### src/verilog/pdc_pkg.sv
// Package for the peripheral transfer channel and its core-side partner.
// Assumes one core clock, REF_CLK at 100 MHz; all users reference by name.
package pdc_pkg;
    // Control register fields
    localparam int PENDING_BIT   = 5;
    localparam int XFER_MASK_BIT = 4;
    localparam int IRQ_MASK_BIT  = 3;
    localparam int PRIO_MSB      = 2;
    localparam int MODE_BIT      = 0;   // Regfile select / segment select
    // Reset values of channel registers
    localparam logic [7:0] CTRL_RESET  = 8'h00;
    localparam logic [7:0] PTR_RESET   = 8'h00;
    // Register-file bounds for descriptors
    localparam logic [7:0] RF_LAST     = 8'hDF;
    // Block size limits
    localparam int RF_MAX_BLOCK  = 222;
    localparam int MEM_MAX_BLOCK = 65536;
    // Timing in core clock cycles, and number of priority levels
    localparam int SAMPLE_CYCLES = 5;
    localparam int RF_XFER_CYC   = 8;
    localparam int MEM_XFER_CYC  = 16;
    localparam int NUM_LEVELS    = 8;
    // Wishbone register offsets of the host side
    localparam logic [3:0] ADR_CTRL      = 4'h4;
    localparam logic [3:0] ADR_RF        = 4'h8;
    localparam logic [3:0] ADR_STATUS    = 4'hC;
    // Width of the sample divider
    typedef logic [3:0] pdc_cnt_t;
    // Channel sequencer states
    typedef enum logic [2:0]
    {
        PDC_IDLE,
        PDC_RD_DESC,
        PDC_MOVE,
        PDC_WR_DESC,
        PDC_HOLD
    } pdc_state_e;
endpackage
### src/verilog/pdc_if.sv
// Link between channel and core side: arbitration plus memory port.
// Assumes both ends on REF_CLK.
`timescale 1ns/1ps
interface pdc_if;
    logic        xfer_req;      // Channel wants a transfer
    logic [2:0]  xfer_prio;     // Its source priority level
    logic        irq_req;       // End-of-block interrupt request
    logic        xfer_grant;    // Core grants the transfer (pulse)
    logic        irq_ack;       // Core acknowledges the interrupt (pulse)
    logic        mem_req;       // Channel access to regfile or memory
    logic        mem_we;
    logic        mem_rf;        // 1 register file, 0 memory
    logic        mem_seg;       // Segment extend select
    logic [15:0] mem_addr;
    logic [7:0]  mem_wdata;
    logic [7:0]  mem_rdata;
    logic        mem_ack;       // One cycle per access; waits allowed
    logic        xfer_done;     // Pulse at end of one transfer
    modport chan
    (
        output xfer_req, xfer_prio, irq_req, mem_req, mem_we, mem_rf,
               mem_seg, mem_addr, mem_wdata, xfer_done,
        input  xfer_grant, irq_ack, mem_rdata, mem_ack
    );
    modport core
    (
        input  xfer_req, xfer_prio, irq_req, mem_req, mem_we, mem_rf,
               mem_seg, mem_addr, mem_wdata, xfer_done,
        output xfer_grant, irq_ack, mem_rdata, mem_ack
    );
endinterface

### src/verilog/pdc_channel.sv
// Peripheral transfer channel: control registers, descriptor walk, swap.
// Assumes a core end answering every mem_req with a one-cycle mem_ack.
//
// Contract
// RQ1: Blocks up to 222 regfile, 65536 memory
// RQ2: Requests use eight interrupt priority levels
// RQ3: Transfer wins interrupt at equal level
// RQ4: Transfer needs level >= current; interrupt strictly
// RQ5: Transfer keeps current level, not interruptible
// RQ6: Move byte, increment address, decrement count
// RQ7: Regfile mode: 8-bit address even, count odd
// RQ8: Memory mode: 16-bit address and count pairs
// RQ9: Segment select picks interrupt or transfer segment
// RQ10: Software keeps descriptors in 00h..DFh
// RQ11: Request when pending and transfer mask set
// RQ12: Count zero clears mask, raises block-end interrupt
// RQ13: No transfer during top-level interrupt service
// RQ14: Requests sampled every five core cycles
// RQ15: Regfile transfer takes eight cycles; here 15 from grant to done pulse
// RQ16: Memory transfer sixteen cycles plus waits; here 27 from grant to done pulse
// RQ17: Swap mode alternates tables, keeps mask
// RQ18: Pending set by event, cleared on acknowledge
// RQ19: Both masks clear: nothing happens
// RQ20: Priority field 0 highest, 7 lowest
// RQ21: Software writes pointers into bits 7:1
// RQ22: Direction fixed by peripheral and mode
// RQ23: Equal priority requests resolved in fixed order
`timescale 1ns/1ps
module pdc_channel
(
    input  wire logic       REF_CLK,
    input  wire logic       RST,
    input  wire logic       CLK_EN,
    input  wire logic       TRIGGER,       // Peripheral event pulse
    input  wire logic       TO_PERIPH,     // Direction of this peripheral
    input  wire logic       SWAP_EN,       // Swap mode enable
    input  wire logic [7:0] PERIPH_RDATA,  // Peripheral data register
    output logic      [7:0] PERIPH_WDATA,
    output logic            PERIPH_WSTB,
    input  wire logic       REG_WE,        // Channel register write
    input  wire logic [1:0] REG_SEL,       // 0 count ptr,1 ctrl,2 addr ptr
    input  wire logic [7:0] REG_WDATA,
    output logic      [7:0] REG_RDATA,
    output logic            TABLE_SEL,     // Active descriptor table
    pdc_if.chan             link
);
    logic [7:0]  count_ptr_reg;
    logic [7:0]  addr_ptr_reg;
    logic [7:0]  irq_transfer_ctrl;
    logic [7:0]  count_ptr_alt;
    logic [7:0]  addr_ptr_alt;
    logic [15:0] desc_addr;
    logic [15:0] desc_cnt;
    logic [15:0] next_cnt;
    logic [2:0]  step;
    logic [7:0]  data;
    logic        mode_rf;
    logic        last;
    pdc_pkg::pdc_state_e state;

    // Active table pointers and mode
    wire [7:0] cptr = TABLE_SEL ? count_ptr_alt : count_ptr_reg;
    wire [7:0] aptr = mode_rf ? cptr
                    : TABLE_SEL ? addr_ptr_alt : addr_ptr_reg;
    assign mode_rf = count_ptr_reg[pdc_pkg::MODE_BIT];

    // Descriptor register address within the register file
    function automatic logic [15:0] rf_at(input logic [7:0] p,
                                          input logic [2:0] k);
        rf_at = {8'h00, p[7:1], 1'b0} + {13'h0000, k};
    endfunction

    // RQ11 request when pending and mask set
    // RQ19 masks clear give no request
    assign link.xfer_req = irq_transfer_ctrl[pdc_pkg::PENDING_BIT]
        & irq_transfer_ctrl[pdc_pkg::XFER_MASK_BIT]
        & (state == pdc_pkg::PDC_IDLE);
    // RQ20 priority field passed to arbiter
    assign link.xfer_prio = irq_transfer_ctrl[pdc_pkg::PRIO_MSB:0];
    assign link.mem_rf    = mode_rf || state != pdc_pkg::PDC_MOVE;
    // RQ9 segment select in memory mode only
    assign link.mem_seg   = ~mode_rf & addr_ptr_reg[pdc_pkg::MODE_BIT];

    // Register readback
    always_comb
    begin
        case (REG_SEL)
            2'd0:    REG_RDATA = count_ptr_reg;
            2'd1:    REG_RDATA = irq_transfer_ctrl;
            2'd2:    REG_RDATA = addr_ptr_reg;
            default: REG_RDATA = {7'h00, TABLE_SEL};
        endcase
    end

    // Pointer registers; writing also sets the swap table pointers
    // RQ21 pointers held in bits 7:1
    always_ff @(posedge REF_CLK or posedge RST)
    begin
        if (RST)
        begin
            count_ptr_reg <= pdc_pkg::PTR_RESET;
            addr_ptr_reg  <= pdc_pkg::PTR_RESET;
            count_ptr_alt <= pdc_pkg::PTR_RESET;
            addr_ptr_alt  <= pdc_pkg::PTR_RESET;
        end
        else if (CLK_EN && REG_WE)
        begin
            if (REG_SEL == 2'd0)
                count_ptr_reg <= REG_WDATA;
            if (REG_SEL == 2'd2)
                addr_ptr_reg <= REG_WDATA;
            if (REG_SEL == 2'd0)
                count_ptr_alt <= REG_WDATA + 8'h04;  // Table 1 follows
            if (REG_SEL == 2'd2)
                addr_ptr_alt <= REG_WDATA + 8'h04;
        end
    end

    // Control register: pending, masks, priority
    always_ff @(posedge REF_CLK or posedge RST)
    begin
        if (RST)
            irq_transfer_ctrl <= pdc_pkg::CTRL_RESET;
        else if (CLK_EN)
        begin
            if (REG_WE && REG_SEL == 2'd1)
                irq_transfer_ctrl <= {2'b00, REG_WDATA[5:0]};
            // RQ18 cleared on acknowledge, set by event
            if (link.xfer_grant || link.irq_ack)
                irq_transfer_ctrl[pdc_pkg::PENDING_BIT] <= 1'b0;
            if (TRIGGER)
                irq_transfer_ctrl[pdc_pkg::PENDING_BIT] <= 1'b1;
            // RQ12 block end clears mask outside swap
            if (state == pdc_pkg::PDC_HOLD && last && !SWAP_EN)
                irq_transfer_ctrl[pdc_pkg::XFER_MASK_BIT] <= 1'b0;
        end
    end

    // Block-end interrupt request, gated by interrupt mask
    always_ff @(posedge REF_CLK or posedge RST)
    begin
        if (RST)
            link.irq_req <= 1'b0;
        else if (CLK_EN)
        begin
            if (link.irq_ack)
                link.irq_req <= 1'b0;
            // RQ12 raise block end interrupt
            if (state == pdc_pkg::PDC_HOLD && last
                && irq_transfer_ctrl[pdc_pkg::IRQ_MASK_BIT])
                link.irq_req <= 1'b1;
        end
    end

    // Table switch in swap mode
    always_ff @(posedge REF_CLK or posedge RST)
    begin
        if (RST)
            TABLE_SEL <= 1'b0;
        else if (CLK_EN)
        begin
            // RQ17 alternate tables at block end
            if (state == pdc_pkg::PDC_HOLD && last && SWAP_EN)
                TABLE_SEL <= ~TABLE_SEL;
            else if (!SWAP_EN)
                TABLE_SEL <= 1'b0;
        end
    end

    // Decremented count
    // RQ1 16-bit count covers 65536, 8-bit 222
    assign next_cnt = desc_cnt - 16'h0001;
    assign last = (mode_rf ? (desc_cnt[7:0] == 8'h00)
                           : (desc_cnt == 16'h0000));

    // RQ6 transfer sequencer: read desc, move, write back
    always_ff @(posedge REF_CLK or posedge RST)
    begin
        if (RST)
        begin
            state            <= pdc_pkg::PDC_IDLE;
            step             <= 3'd0;
            desc_addr        <= 16'h0000;
            desc_cnt         <= 16'h0000;
            data             <= 8'h00;
            link.mem_req     <= 1'b0;
            link.mem_we      <= 1'b0;
            link.mem_addr    <= 16'h0000;
            link.mem_wdata   <= 8'h00;
            link.xfer_done   <= 1'b0;
            PERIPH_WDATA     <= 8'h00;
            PERIPH_WSTB      <= 1'b0;
        end
        else if (CLK_EN)
        begin
            link.xfer_done <= 1'b0;
            PERIPH_WSTB    <= 1'b0;
            case (state)
                pdc_pkg::PDC_IDLE:
                    if (link.xfer_grant)
                    begin
                        state         <= pdc_pkg::PDC_RD_DESC;
                        step          <= 3'd0;
                        link.mem_req  <= 1'b1;
                        link.mem_we   <= 1'b0;
                        link.mem_addr <= rf_at(aptr, 3'd0);
                    end
                // RQ7 RQ8 fetch address then count bytes
                pdc_pkg::PDC_RD_DESC:
                    if (link.mem_ack)
                    begin
                        step <= step + 3'd1;
                        if (!mode_rf)
                        case (step)
                            3'd0: desc_addr[15:8] <= link.mem_rdata;
                            3'd1: desc_addr[7:0]  <= link.mem_rdata;
                            3'd2: desc_cnt[15:8]  <= link.mem_rdata;
                            default: desc_cnt[7:0] <= link.mem_rdata;
                        endcase
                        if (mode_rf)
                        begin
                            // Even address, odd count, one byte each
                            desc_addr[15:8] <= 8'h00;
                            desc_cnt[15:8]  <= 8'h00;
                            if (step == 3'd0)
                                desc_addr[7:0] <= link.mem_rdata;
                            else
                                desc_cnt[7:0] <= link.mem_rdata;
                        end
                        if ((mode_rf && step == 3'd1) || step == 3'd3)
                            link.mem_req <= 1'b0;
                        if (mode_rf)
                            link.mem_addr <= rf_at(aptr, 3'd1);
                        else if (step == 3'd0)
                            link.mem_addr <= rf_at(aptr, 3'd1);
                        else
                            link.mem_addr <= rf_at(cptr, step - 3'd1);
                    end
                    else if (!link.mem_req)
                    begin
                        // RQ22 direction from peripheral type
                        state         <= pdc_pkg::PDC_MOVE;
                        link.mem_req  <= 1'b1;
                        link.mem_we   <= TO_PERIPH ? 1'b0 : 1'b1;
                        link.mem_wdata <= PERIPH_RDATA;
                        link.mem_addr <= desc_addr;
                    end
                pdc_pkg::PDC_MOVE:
                    if (link.mem_ack)
                    begin
                        link.mem_req <= 1'b0;
                        data         <= link.mem_rdata;
                        PERIPH_WDATA <= link.mem_rdata;
                        PERIPH_WSTB  <= TO_PERIPH;
                        desc_addr    <= desc_addr + 16'h0001;
                        desc_cnt     <= next_cnt;
                        state        <= pdc_pkg::PDC_WR_DESC;
                        step         <= 3'd0;
                    end
                // Write back address then count
                pdc_pkg::PDC_WR_DESC:
                    if (!link.mem_req)
                    begin
                        link.mem_req   <= 1'b1;
                        link.mem_we    <= 1'b1;
                        link.mem_addr  <= mode_rf
                            ? rf_at(aptr, {1'b0, step[0], 1'b0} >> 1)
                            : (step[1] ? rf_at(cptr, {2'b00, step[0]})
                                       : rf_at(aptr, {2'b00, step[0]}));
                        link.mem_wdata <= mode_rf
                            ? (step[0] ? desc_cnt[7:0] : desc_addr[7:0])
                            : (step == 3'd0 ? desc_addr[15:8]
                            : step == 3'd1 ? desc_addr[7:0]
                            : step == 3'd2 ? desc_cnt[15:8]
                            : desc_cnt[7:0]);
                    end
                    else if (link.mem_ack)
                    begin
                        link.mem_req <= 1'b0;
                        step         <= step + 3'd1;
                        if ((mode_rf && step == 3'd1) || step == 3'd3)
                            state <= pdc_pkg::PDC_HOLD;
                    end
                pdc_pkg::PDC_HOLD:
                begin
                    link.xfer_done <= 1'b1;
                    state          <= pdc_pkg::PDC_IDLE;
                end
                default:
                    state <= pdc_pkg::PDC_IDLE;
            endcase
        end
    end
endmodule

### src/flat_wrapper.sv
// flat-port wrapper written by rule: the top's interface ports become plain ports
module pdc_channel_flat 
  (REF_CLK, RST, CLK_EN, TRIGGER, TO_PERIPH, SWAP_EN, PERIPH_RDATA, PERIPH_WDATA, PERIPH_WSTB, REG_WE, REG_SEL, REG_WDATA, REG_RDATA, TABLE_SEL, link_xfer_req, link_xfer_prio, link_irq_req, link_mem_req, link_mem_we, link_mem_rf, link_mem_seg, link_mem_addr, link_mem_wdata, link_xfer_done, link_xfer_grant, link_irq_ack, link_mem_rdata, link_mem_ack);
  pdc_if link_i ();
  input  wire logic REF_CLK;
  input  wire logic RST;
  input  wire logic CLK_EN;
  input  wire logic TRIGGER;
  input  wire logic TO_PERIPH;
  input  wire logic SWAP_EN;
  input  wire logic [7:0] PERIPH_RDATA;
  output logic      [7:0] PERIPH_WDATA;
  output logic PERIPH_WSTB;
  input  wire logic REG_WE;
  input  wire logic [1:0] REG_SEL;
  input  wire logic [7:0] REG_WDATA;
  output logic      [7:0] REG_RDATA;
  output logic TABLE_SEL;
  output wire logic [$bits(link_i.xfer_req)-1:0] link_xfer_req;
  output wire logic [$bits(link_i.xfer_prio)-1:0] link_xfer_prio;
  output wire logic [$bits(link_i.irq_req)-1:0] link_irq_req;
  output wire logic [$bits(link_i.mem_req)-1:0] link_mem_req;
  output wire logic [$bits(link_i.mem_we)-1:0] link_mem_we;
  output wire logic [$bits(link_i.mem_rf)-1:0] link_mem_rf;
  output wire logic [$bits(link_i.mem_seg)-1:0] link_mem_seg;
  output wire logic [$bits(link_i.mem_addr)-1:0] link_mem_addr;
  output wire logic [$bits(link_i.mem_wdata)-1:0] link_mem_wdata;
  output wire logic [$bits(link_i.xfer_done)-1:0] link_xfer_done;
  input wire logic [$bits(link_i.xfer_grant)-1:0] link_xfer_grant;
  input wire logic [$bits(link_i.irq_ack)-1:0] link_irq_ack;
  input wire logic [$bits(link_i.mem_rdata)-1:0] link_mem_rdata;
  input wire logic [$bits(link_i.mem_ack)-1:0] link_mem_ack;
  assign link_xfer_req = link_i.xfer_req;
  assign link_xfer_prio = link_i.xfer_prio;
  assign link_irq_req = link_i.irq_req;
  assign link_mem_req = link_i.mem_req;
  assign link_mem_we = link_i.mem_we;
  assign link_mem_rf = link_i.mem_rf;
  assign link_mem_seg = link_i.mem_seg;
  assign link_mem_addr = link_i.mem_addr;
  assign link_mem_wdata = link_i.mem_wdata;
  assign link_xfer_done = link_i.xfer_done;
  assign link_i.xfer_grant = link_xfer_grant;
  assign link_i.irq_ack = link_irq_ack;
  assign link_i.mem_rdata = link_mem_rdata;
  assign link_i.mem_ack = link_mem_ack;
  pdc_channel u_core (.REF_CLK(REF_CLK), .RST(RST), .CLK_EN(CLK_EN), .TRIGGER(TRIGGER), .TO_PERIPH(TO_PERIPH), .SWAP_EN(SWAP_EN), .PERIPH_RDATA(PERIPH_RDATA), .PERIPH_WDATA(PERIPH_WDATA), .PERIPH_WSTB(PERIPH_WSTB), .REG_WE(REG_WE), .REG_SEL(REG_SEL), .REG_WDATA(REG_WDATA), .REG_RDATA(REG_RDATA), .TABLE_SEL(TABLE_SEL), .link(link_i));
endmodule
### config.mk
export PLATFORM = sky130hd
export DESIGN_NAME = pdc_channel_flat
export DESIGN_NICKNAME = d
export VERILOG_FILES = /design/src/verilog/pdc_pkg.sv /design/src/verilog/pdc_if.sv /design/src/verilog/pdc_channel.sv /design/src/flat_wrapper.sv
export SDC_FILE = /design/constraint.sdc
export NUM_CORES = 1
export LEC_CHECK = 0
export BUFFER_PORTS_ARGS = -buffer_cell sky130_fd_sc_hd__buf_2
export CORE_MARGIN = 5
export CORE_UTILIZATION = 40
export DETAILED_ROUTE_END_ITERATION = 8
export PLACE_DENSITY_LB_ADDON = 0.2
export SLEW_MARGIN = 25
export SYNTH_ARGS = -nofsm -noshare
export SYNTH_HDL_FRONTEND = slang
export SYNTH_SLANG_ARGS = --single-unit
### constraint.sdc
create_clock -name REF_CLK -period 4.3 [get_ports REF_CLK]
set_input_delay 0.86 -clock REF_CLK [delete_from_list [all_inputs] [get_ports REF_CLK]]
set_output_delay 0.86 -clock REF_CLK [all_outputs]
set_load 0.03 [all_outputs]
==> results.txt <==
Status - finished clean
Sink Count - 110
Top post-synthesis cells by area - dfrtp_1 39%, mux2_2 6.2%, o21ai_0 4.6%
I/O Pins - 88
Rel. slew slack - 0.449
Final wirelength - 21900 um
Tcrit/Tclk final - 0.723
Critical path class - register to primary output
Worst hold path class - register to register
Top Registers - u_core.desc_addr: 16 flops, u_core.desc_cnt: 16 flops, u_core.link.mem_addr: 16 flops
Worst-Skew Late Latency - 370 ps
Syn nets - 838
Pwr dens - 703 nW/um^2
Worst EP arrival - 2250 ps
Vias per inst - 5.89
Die Width - 143 um
Area share of the largest cell type after synthesis - 0.389
Placement Cell Area - 7630 um^2
DIE AREA - 20500 um^2
Routed len/inst - 20.4 um
H-tree levels - 3
I/O Buffers - 87
Clock skew - 8.11 ps
Area leader, netlist - dfrtp_1
Tot GR Track Use - 0.216
Post-CTS Hold Fix Bufs - 0
Core Region - 17400 um^2
Starting DRT DRC Count - 629
ANT cells - 0
Maximum vdd drop - 0.344 mV
Fmax - 322 MHz
Drt pass-1 iters - 5
Fraction of layout cells with a size suffix above 1 - 0.210
Max_cap viols - 0
Sequential cell area fraction in the yosys report - 0.389
Mapped Area - 7080 um^2
DR vias - 6311
Vias in the first global route - 6147
DRC viols - 0
Crit-path max FO - 22
RSZ-0062 raised after global routing - no
Cells after Synth - 790
Most numerous cell in the Yosys netlist - dfrtp_1
Post-synth EDFFs - 0
Final setup vio count - 0
Final Max Tran Viols - 0
Final instance area - 7970 um^2
Routed Antenna Nets - 0
Critical Path Source Type - register
Starting Density - 0.408
Post-synth top cells - 110 x dfrtp_1, 82 x nand2_1, 70 x nor2_1
Tmin final - 3110 ps
#FFs+latches synth - 110
Placer congestion estimate - 0.873
Maximum number of pins on one net before global-route repair - 75
Final nets - 890
CTS Root Buffer Type - clkbuf_16
Design Power - 0.00560 W
Reg clk slew, reported paths - 70 ps
CTS buffer count - 9
Ys Warns - 0
Avg Inst Size Synth - 8.97 um^2
Synth Flop Type - dfrtp_1
Worst EP required - 3440 ps
FF-to-FF setup slack - 1320 ps
Asr flop ratio synth - 1.00
Row cnt - 48
CP endpoint kind - primary output
CTS resizes - 0
Grt total ovfl - 0
TNS Setup - 0 ps
Layout area overhead - 12.5%
Die height - 143 um
Hpwl dp - 16100 um
CTS tree - done
First-pass GRT wire length - 34500 um
Slew at the pin with the worst max-slew slack - 827 ps
Post-CTS Repair Setup Buffers - 0
Static leakage - 3.37 nW
Bufs on Longest Clock Path - 2
Initial antenna violation count - 0
Distinct cells, synth - 78
Hold Fails Final Rpt - 0
==> worst max-delay path, cell delays in order, from the launching register on <==
cell,delay (ps)
dfrtp_1,840
clkinv_1,610
nand2_1,210
buf_2,220
==> routing by layer <==
layer,part of all wire,track usage,vias up
met4,0.028,0.0725,0
met2,0.47,0.350,225
met3,0.068,0.0442,37
li1,-,-,2992
met5,0,0,-
met1,0.43,0.290,3057
==> through the flow <==
| step | hold slack, ps | cells | setup slack [ps] | utilization |
|---|---|---|---|---|
| finish | 478 | 1072 | 1190 | 0.459 |
| global route | 508 | 1072 | 1000 | 0.459 |
| CTS | 487 | 1072 | 1160 | 0.459 |
| detailed placement | 471 | 1056 | 1360 | 0.440 |
| global placement | 462 | 1056 | 1430 | 0.440 |
| floorplan | 450 | 790 | 538 | - |
==> power by group <==
part           total, W  switching [W]  internal (W)  leakage, nW
combinational   0.00263        0.00164      0.000987         1.84
clock          0.000973       0.000403      0.000570        0.167
sequential      0.00199       0.000590       0.00140         1.36
==> placed cells by master, fill, tap and decap left out, types with 14 or more instances in the layout <==
cell type,Yosys,final
dfrtp_1,110,110
buf_2,15,87
nand2_1,82,82
nor2_1,70,70
o21ai_0,65,65
a21oi_1,60,60
mux2_2,39,39
mux2i_1,32,32
inv_1,24,23
nand3_1,22,22
a31oi_1,14,14
==> worst paths after layout <==
| kind | from | endpoint | cells past startpoint |
|---|---|---|---|
| min in group asynchronous | RST | u_core.addr_ptr_reg[6]$_DFFE_PP0P_ | 2 |
| max in group asynchronous | RST | u_core.PERIPH_WDATA[0]$_DFFE_PP0P_ | 3 |
| worst min-delay path | u_core.link.mem_addr[10]$_DFFE_PP0P_ | u_core.link.mem_addr[10]$_DFFE_PP0P_ | 2 |
| worst min register to register | u_core.link.mem_addr[10]$_DFFE_PP0P_ | u_core.link.mem_addr[10]$_DFFE_PP0P_ | 2 |
| worst max-delay path | u_core.count_ptr_alt[0]$_DFFE_PP0P_ | link_mem_rf | 3 |
| worst max register to register | u_core.step[0]$_DFFE_PP0P_ | u_core.desc_addr[9]$_DFFE_PP0P_ | 7 |
==> kinds of logic after synthesis <==
group,after synthesis,synth area share
compound gates,238,0.219
flops,110,0.389
fa+ha+maj,12,0.0223
xor+xnor,7,0.00865
simple gates,262,0.184
mux,77,0.126
buf+inv,84,0.0519
==> layout make-up <==
cell class / instances / area [um^2]
Fill cell: 1721 / 9390
Multi-Input combinational cell: 596 / 3970
Clock inverter: 6 / 109
Sequential cell: 110 / 2750
Timing Repair Buffer: 99 / 526
Inverter: 26 / 103
Tap cell: 225 / 282
Clock buffer: 10 / 229
Note: power is estimated with default switching activity, not from simulation.
